`config.mk`:
```
export PLATFORM = sky130hd
export DESIGN_NAME = lin_channel_config_regs
export DESIGN_NICKNAME = d
export VERILOG_FILES = /design/src/lin_cfg_pkg.sv /design/src/lin_channel_config_regs.sv
export VERILOG_INCLUDE_DIRS = /design/src /design/src/src
export SDC_FILE = /design/constraint.sdc
export NUM_CORES = 1
export LEC_CHECK = 0
export BUFFER_PORTS_ARGS = -buffer_cell sky130_fd_sc_hd__clkbuf_2
export CAP_MARGIN = 40
export CORE_MARGIN = 5
export CORE_UTILIZATION = 49
export DETAILED_ROUTE_END_ITERATION = 16
export PLACE_DENSITY = 0.8
export SLEW_MARGIN = 20
export SYNTH_ARGS = -nofsm -noshare
export SYNTH_HDL_FRONTEND = slang
export SYNTH_SLANG_ARGS = --single-unit
```
`constraint.sdc`:
```
create_clock -name ref_clk -period 1.7 [get_ports ref_clk]
set_input_delay 0 -clock ref_clk [delete_from_list [all_inputs] [get_ports ref_clk]]
set_output_delay 0 -clock ref_clk [all_outputs]
set_load 0.05 [all_outputs]
```
`src/lin_cfg_map.svh`:
```
/*
  Register map, field positions and constants of the LIN channel
  configuration block. Included by bare name; definitions only.
*/
`ifndef LIN_CFG_MAP_SVH
`define LIN_CFG_MAP_SVH

// Register addresses carried in frame bits 13-9.
`define LIN1_ADDR   5'h13
`define CHAN2_ADDR  5'h14
// Write code carried in frame bits 15-14.
`define WR_CODE     2'h1
`define FRAME_BITS  5'h10
`define CNT_MAX     5'h1f
`define CNT_ONE     5'h01
`define CNT_ZERO    5'h00
`define SHIFT_RESET 16'h0000
// Field positions inside a channel register.
`define MODE_HI     7
`define MODE_LO     6
`define SLEW_HI     5
`define SLEW_LO     4
`define TERM_BIT    2
`define KEEP_BIT    0
// Frame field positions.
`define CMD_HI      15
`define CMD_LO      14
`define ADDR_HI     13
`define ADDR_LO     9
`define DATA_HI     7
// Mode field codes.
`define MODE_OFF    2'h0
`define MODE_WAKE   2'h2
`define MODE_TXRX   2'h3
// Reset value and writable-bit mask; bits 3 and 1 read as zero.
`define CFG_RESET   8'h00
`define CFG_MASK    8'hf5
// Synchroniser vector layout and reset value (select idle high).
`define IN_SCLK     0
`define IN_SEL_N    1
`define IN_MOSI     2
`define IN_TXD      3
`define IN_SUPLOW   5
`define IN_CANREG   7
`define SYNC_W      8
`define SYNC_RESET  8'h1a

`endif

```
`src/lin_cfg_pkg.sv`:
```
/*
  Types of the LIN channel configuration block.
  Assumes the map header supplies all numeric constants.
*/
package lin_cfg_pkg;

  // Slope selection driven to the analog transmitter.
  typedef enum logic [1:0] {
    SLEW_20K  = 2'h0,
    SLEW_10K  = 2'h1,
    SLEW_FAST = 2'h2
  } slew_t;

  // Serial frame receiver states, one-hot.
  typedef enum logic [1:0] {
    FR_IDLE  = 2'b01,
    FR_SHIFT = 2'b10
  } frame_state_t;

endpackage

```
`src/lin_channel_config_regs.sv`:
```
/*
  Configuration registers of the two LIN channels, written by 16-bit
  serial frames from the microcontroller, with the transmit/receive
  interlock and the low-supply recessive forcing.
  Assumes serial pins and analog status levels are asynchronous to
  ref_clk and that the serial clock is well below ref_clk / 4.
*/
// Behaviour
// Mode 00 off with wake off, 10 off with wake on, 11 transmit/receive.
// Slew 00 selects 20 kbit/s, 01 10 kbit/s, 10 and 11 fast slope.
// Bit 2 switches the bus termination off (0) or on (1).
// Keep-alive 0: force output recessive while the supply is below 6.0 V.
// Keep-alive 1: keep running below 6.0 V until CAN regulator stops.
// Transmit/receive mode write accepted only with transmit input recessive.
// Microcontroller switches the CAN regulator on before using LIN.
// Write frame is 16 bits: code 01, address, flag, eight data bits.
// Power-on reset clears every field: off, no wake, 20 kbit/s, no term.
`timescale 1ns/10ps
`include "lin_cfg_map.svh"

// ********************************************************************
// One channel register with its decode
// ********************************************************************
module lin_channel_slot #(
  parameter logic [4:0] ADDR = `LIN1_ADDR
) (
  // Clock and reset
  input  wire logic                clk,
  input  wire logic                rst,
  // Write request from the frame receiver
  input  wire logic                wrStrobe,
  input  wire logic [4:0]          wrAddr,
  input  wire logic [7:0]          wrData,
  // Synchronised channel status
  input  wire logic                txdRecessive,
  input  wire logic                supplyLow,
  input  wire logic                canRegOn,
  // Register and decoded controls
  output logic      [7:0]          cfgReg,
  output logic                     txRxEnable,
  output logic                     wakeEnable,
  output lin_cfg_pkg::slew_t       slewSel,
  output logic                     termOn,
  output logic                     forceRecessive
);

  logic hit;
  logic [1:0] wrMode;

  assign hit    = wrStrobe && (wrAddr == ADDR);
  assign wrMode = wrData[`MODE_HI:`MODE_LO];

  // Register update; reserved bits are masked so they read as zero.
  // reset to zero
  always_ff @(posedge clk or posedge rst) begin
    if (rst) begin
      cfgReg <= `CFG_RESET;
    end else if (hit) begin
      cfgReg <= wrData & `CFG_MASK;
      // refuse transmit/receive while the transmit input is dominant.
      if (wrMode == `MODE_TXRX && !txdRecessive) begin
        cfgReg[`MODE_HI:`MODE_LO] <= `MODE_OFF;
      end
    end
  end

  // mode decode. Code 01 is unused and behaves as off.
  assign txRxEnable = (cfgReg[`MODE_HI:`MODE_LO] == `MODE_TXRX);
  assign wakeEnable = (cfgReg[`MODE_HI:`MODE_LO] == `MODE_WAKE);

  // slope decode. Both upper codes map onto the fast slope.
  always_comb begin
    case (cfgReg[`SLEW_HI:`SLEW_LO])
      2'h0:    slewSel = lin_cfg_pkg::SLEW_20K;
      2'h1:    slewSel = lin_cfg_pkg::SLEW_10K;
      default: slewSel = lin_cfg_pkg::SLEW_FAST;
    endcase
  end

  // termination switch
  assign termOn = cfgReg[`TERM_BIT];

  // low supply without keep-alive forces recessive.
  // with keep-alive, only loss of the CAN regulator stops the channel.
  assign forceRecessive = cfgReg[`KEEP_BIT] ? !canRegOn : supplyLow;
endmodule

// ********************************************************************
// Top: serial frame receiver and the two channel registers
// ********************************************************************
module lin_channel_config_regs (
  // Clock and reset
  input  wire logic                ref_clk,
  input  wire logic                sys_rst,
  // Serial write port from the microcontroller
  input  wire logic                spiClk,
  input  wire logic                spiSelN,
  input  wire logic                spiMosi,
  // Channel status pins, index 0 is the first channel
  input  wire logic [1:0]          txdIn,
  input  wire logic [1:0]          supplyLow,
  input  wire logic                canRegOn,
  // First channel
  output logic      [7:0]          lin1Config,
  output logic                     lin1TxRxEnable,
  output logic                     lin1WakeEnable,
  output lin_cfg_pkg::slew_t       lin1SlewSel,
  output logic                     lin1TermOn,
  output logic                     lin1ForceRecessive,
  // Second channel
  output logic      [7:0]          chan2Config,
  output logic                     chan2TxRxEnable,
  output logic                     chan2WakeEnable,
  output lin_cfg_pkg::slew_t       chan2SlewSel,
  output logic                     second_channel_termination_enable,
  output logic                     chan2ForceRecessive
);

  logic [`SYNC_W-1:0]        syncA;
  logic [`SYNC_W-1:0]        syncB;
  logic                      sclkPrev;
  logic                      selPrev;
  logic                      sclkRise;
  logic                      selRise;
  logic                      selFall;
  logic [15:0]               shiftReg;
  logic [4:0]                bitCnt;
  logic                      wrStrobe;
  lin_cfg_pkg::frame_state_t state;

  // Two-flop synchroniser; only syncB feeds any logic.
  always_ff @(posedge ref_clk or posedge sys_rst) begin
    if (sys_rst) begin
      syncA <= `SYNC_RESET;
      syncB <= `SYNC_RESET;
    end else begin
      syncA <= {canRegOn, supplyLow, txdIn, spiMosi, spiSelN, spiClk};
      syncB <= syncA;
    end
  end

  // Edge history of serial clock and select.
  always_ff @(posedge ref_clk or posedge sys_rst) begin
    if (sys_rst) begin
      sclkPrev <= 1'b0;
      selPrev  <= 1'b1;
    end else begin
      sclkPrev <= syncB[`IN_SCLK];
      selPrev  <= syncB[`IN_SEL_N];
    end
  end

  assign sclkRise = syncB[`IN_SCLK] && !sclkPrev;
  assign selRise  = syncB[`IN_SEL_N] && !selPrev;
  assign selFall  = !syncB[`IN_SEL_N] && selPrev;

  // Frame state machine: a frame runs from select falling to rising.
  always_ff @(posedge ref_clk or posedge sys_rst) begin
    if (sys_rst) begin
      state <= lin_cfg_pkg::FR_IDLE;
    end else begin
      case (state)
        lin_cfg_pkg::FR_IDLE:
          if (selFall) state <= lin_cfg_pkg::FR_SHIFT;
        lin_cfg_pkg::FR_SHIFT:
          if (selRise) state <= lin_cfg_pkg::FR_IDLE;
        default: state <= lin_cfg_pkg::FR_IDLE;
      endcase
    end
  end

  // Shift MSB first on rising serial clock; count saturates so that
  // over-long frames can never look like 16 bits again.
  always_ff @(posedge ref_clk or posedge sys_rst) begin
    if (sys_rst) begin
      shiftReg <= `SHIFT_RESET;
      bitCnt   <= `CNT_ZERO;
    end else if (selFall) begin
      bitCnt <= `CNT_ZERO;
    end else if (state == lin_cfg_pkg::FR_SHIFT && sclkRise) begin
      shiftReg <= {shiftReg[14:0], syncB[`IN_MOSI]};
      if (bitCnt != `CNT_MAX) bitCnt <= bitCnt + `CNT_ONE;
    end
  end

  // a write is a complete 16-bit frame carrying code 01.
  always_ff @(posedge ref_clk or posedge sys_rst) begin
    if (sys_rst) begin
      wrStrobe <= 1'b0;
    end else begin
      wrStrobe <= state == lin_cfg_pkg::FR_SHIFT && selRise &&
                  bitCnt == `FRAME_BITS &&
                  shiftReg[`CMD_HI:`CMD_LO] == `WR_CODE;
    end
  end

  lin_channel_slot #(.ADDR(`LIN1_ADDR)) chan1 (
    .clk            (ref_clk),
    .rst            (sys_rst),
    .wrStrobe       (wrStrobe),
    .wrAddr         (shiftReg[`ADDR_HI:`ADDR_LO]),
    .wrData         (shiftReg[`DATA_HI:0]),
    .txdRecessive   (syncB[`IN_TXD]),
    .supplyLow      (syncB[`IN_SUPLOW]),
    .canRegOn       (syncB[`IN_CANREG]),
    .cfgReg         (lin1Config),
    .txRxEnable     (lin1TxRxEnable),
    .wakeEnable     (lin1WakeEnable),
    .slewSel        (lin1SlewSel),
    .termOn         (lin1TermOn),
    .forceRecessive (lin1ForceRecessive)
  );

  lin_channel_slot #(.ADDR(`CHAN2_ADDR)) chan2 (
    .clk            (ref_clk),
    .rst            (sys_rst),
    .wrStrobe       (wrStrobe),
    .wrAddr         (shiftReg[`ADDR_HI:`ADDR_LO]),
    .wrData         (shiftReg[`DATA_HI:0]),
    .txdRecessive   (syncB[`IN_TXD+1]),
    .supplyLow      (syncB[`IN_SUPLOW+1]),
    .canRegOn       (syncB[`IN_CANREG]),
    .cfgReg         (chan2Config),
    .txRxEnable     (chan2TxRxEnable),
    .wakeEnable     (chan2WakeEnable),
    .slewSel        (chan2SlewSel),
    .termOn         (second_channel_termination_enable),
    .forceRecessive (chan2ForceRecessive)
  );

endmodule

```
==> results.yml <==
grt:
  grt_pass1_vias: 1339
  grt.total_usage_pct: 13.2
  grt_pass1_wl_um: 6260
  grt_antenna_before_repair: 0
  grt_max_degree: 55
  grt_overflow_total: 0
power:
  ir_worst_vdd_v: 0.000699
  leakagePower_nw: 1.27
  powerDensity_nw_per_um2: 819
critical_path:
  reg2regPathDepth: 5
  r2r_start: "bitCnt[1]"
  worstReg2RegEnd: "bitCnt[3]"
  cp-start-kind: "register"
  slowest_stage: "or4_1"
  path_buf_inv: 0
  cp.required_ps: 1920
  crit_chain: "ha_2 > and3_4 > ha_4 > or4_1 > a21oi_1"
  endpoint_kind: "register"
  cpPeakStageDelay_ps: 490
  crit_family: "simple AND/OR/NAND/NOR gates"
  cp.depth: 5
  worstSetupPathType: "register to register"
  path_max_fanout: 4
  r2r_slack_ps: 70
  crit_arrival_ps: 1850
detailed_routing:
  via_per_inst: 5.04
  wl_per_cell_um: 13.1
  initialDrtViolationCount: 66
  dr_total_vias: 1305
  dr.pass1.iters: 4
  ant_nets: 0
  drc: 0
  routed_wl_um: 3380
floorplanning:
  die_area_um2: 5830
  row_count: 24
  boundaryPins: 38
  die_y_um: 76.4
  core_area_um2: 4320
  start_util_pct: 49.9
  die_x_um: 76.4
sta:
  fin_crit_sh_pct: 95.6
  min_period_ps: 1630
  slew_headroom_pct: 58.3
  fmax_mhz: 615
  hold_violations: 0
  setup_violations: 0
  worst_pin_slew_ps: 626
  timing.hold.ws_ps: 337
  setup_tns_ps: 0
  skew_ps: 6.63
  maxSlewViolCount: 0
cells_and_area:
  drive_gt1_share_pct: 41.5
  area_growth_pct: 19.9
  diodes: 0
  fin_nets: 219
  nFillCells: 336
yosys:
  ys_seq_elements: 54
  synth.distinct_cells: 31
  yosysWarnings: 0
  postSynthAreaPerCell_um2: 13.7
  syn_inst: 158
  synth_seq_area_share_pct: 63.1
  syn_area_um2: 2160
clock_tree:
  cts.sinks: 54
  clock_latency_ps: 300
  cts_made_buffers: 5
  htree_levels: 2
  cts-root-buf: "clkbuf_8"
  cts_tree: "built"
  cts.path.max_buffers: 2
  clk_pin_slew_ps: 90
status:
  outcome: "completed"
worst_hold_path:
  whs_endpoint: "syncA[1]"
  hp-start: "spiSelN"
  hold_depth: 2
  hold_class: "input pin to register"
job:
  max_cap_violations: 0
place:
  hpwl_um: 2340
  place.gp.congestion: 0.708
  port_buffers: 33
state kept, by name, indices dropped and copies added (netlist names):
name / count
chan1.cfgReg: 6
syncB: 8
wrStrobe: 1
shiftReg: 16
syncA: 8
selPrev: 1
sclkPrev: 1
chan2.cfgReg: 6
bitCnt: 5
state: 2
synth_stat cells, drive strengths merged:
cell | count | area [µm²]
nor2 | 4 | 15.0
and3 | 1 | 6.26
o22a | 1 | 8.76
ha | 3 | 37.5
conb | 1 | 3.75
nor4 | 1 | 21.3
nor3 | 1 | 5.00
nand3 | 1 | 5.00
mux2 | 22 | 263
nor2b | 4 | 25.0
nand2 | 3 | 16.3
nand2b | 5 | 31.3
o21ai | 12 | 60.1
o31ai | 1 | 7.51
nand3b | 3 | 22.5
or4 | 2 | 18.8
or3 | 2 | 12.5
clkbuf | 3 | 11.3
buf | 8 | 61.3
and4bb | 1 | 12.5
dfstp | 8 | 210
dfrtp | 46 | 1150
mux2i | 6 | 60.1
nand4bb | 2 | 22.5
inv | 12 | 45.0
a21oi | 5 | 25.0
metal layers:
layer | routed length, µm | part of all wire, % | up-vias | global-route usage, %
met3 | 176 | 5.2 | 4 | 4.49
li1 | - | - | 618 | -
met1 | 1440 | 43 | 653 | 17.1
met5 | 0 | 0 | - | 0
met4 | 23 | 0.68 | 0 | 3.15
met2 | 1740 | 51 | 30 | 21.3
where the power goes:
| part | total (mW) | internal, mW | switching (mW) |
|---|---|---|---|
| logic | 0.112 | 0.0414 | 0.0709 |
| registers | 1.34 | 1.32 | 0.0172 |
| clock network | 0.668 | 0.291 | 0.377 |
| total | 2.12 | 1.66 | 0.465 |
repair_timing:
action | CTS | global route
endpoints found under the setup margin | 0 | 3
buffers inserted | 0 | 1
gates resized for setup | 0 | 3
hold buffers | 9 | 0
hold endpoints to repair | 54 | 0
worst max path at each step:
stage                     slack [ps]      start        end
after floorplan                   40  bitCnt[0]  bitCnt[3]
after global placement            70  bitCnt[1]  bitCnt[3]
after detailed placement          20  bitCnt[1]  bitCnt[3]
after CTS                        0.4  bitCnt[1]  bitCnt[3]
after global routing             -20  bitCnt[1]  bitCnt[2]
final                             70  bitCnt[1]  bitCnt[3]
layout by cell type (no fill, tap or decap), types with 5 or more instances in the layout:
master         synthesis  layout
dfrtp_1               46      46
clkbuf_2               0      33
mux2_2                18      18
o21ai_0               12      12
inv_1                 12      11
dlygate4sd3_1          0       9
dfstp_2                8       8
mux2i_1                6       6
buf_4                  6       6
nand2b_1               5       5
a21oi_1                5       5
clkbuf_8               0       5
kinds of logic (layout without fill, tap and decap cells):
| group | count (synthesis) | count (layout) | share of synthesized area [%] |
|---|---|---|---|
| buf+inv | 23 | 69 | 5.45 |
| mux | 28 | 28 | 15.0 |
| flops | 54 | 54 | 63.1 |
| compound gates | 19 | 19 | 4.70 |
| other cells | 1 | 4 | 0.174 |
| simple gates | 30 | 30 | 9.91 |
| fa+ha+maj | 3 | 3 | 1.74 |
per-stage QoR:
step           util, %  cell area, µm²  worst slack [ps]  total power, mW  cells
2_1_floorplan        -            2170              37.3             1.44    161
3_3_place_gp      55.2            2390              71.3             1.46    241
3_5_place_dp      55.2            2390              19.4             1.46    241
4_1_cts           59.3            2560             0.389             2.15    258
5_1_grt           59.9            2590             -18.0             2.23    259
6_report          59.9            2590              74.5             2.12    259
cell type report:
type	count	area [µm²]	share of cell area, %
clock inverter	2	13.8	0.532
tap	52	65.1	2.51
inverter	12	45.0	1.74
clock buffer	6	72.6	2.80
multi-input combinational	84	711	27.5
timing repair buffer	49	320	12.4
sequential	54	1360	52.6
(Power assumes the default switching activity.)
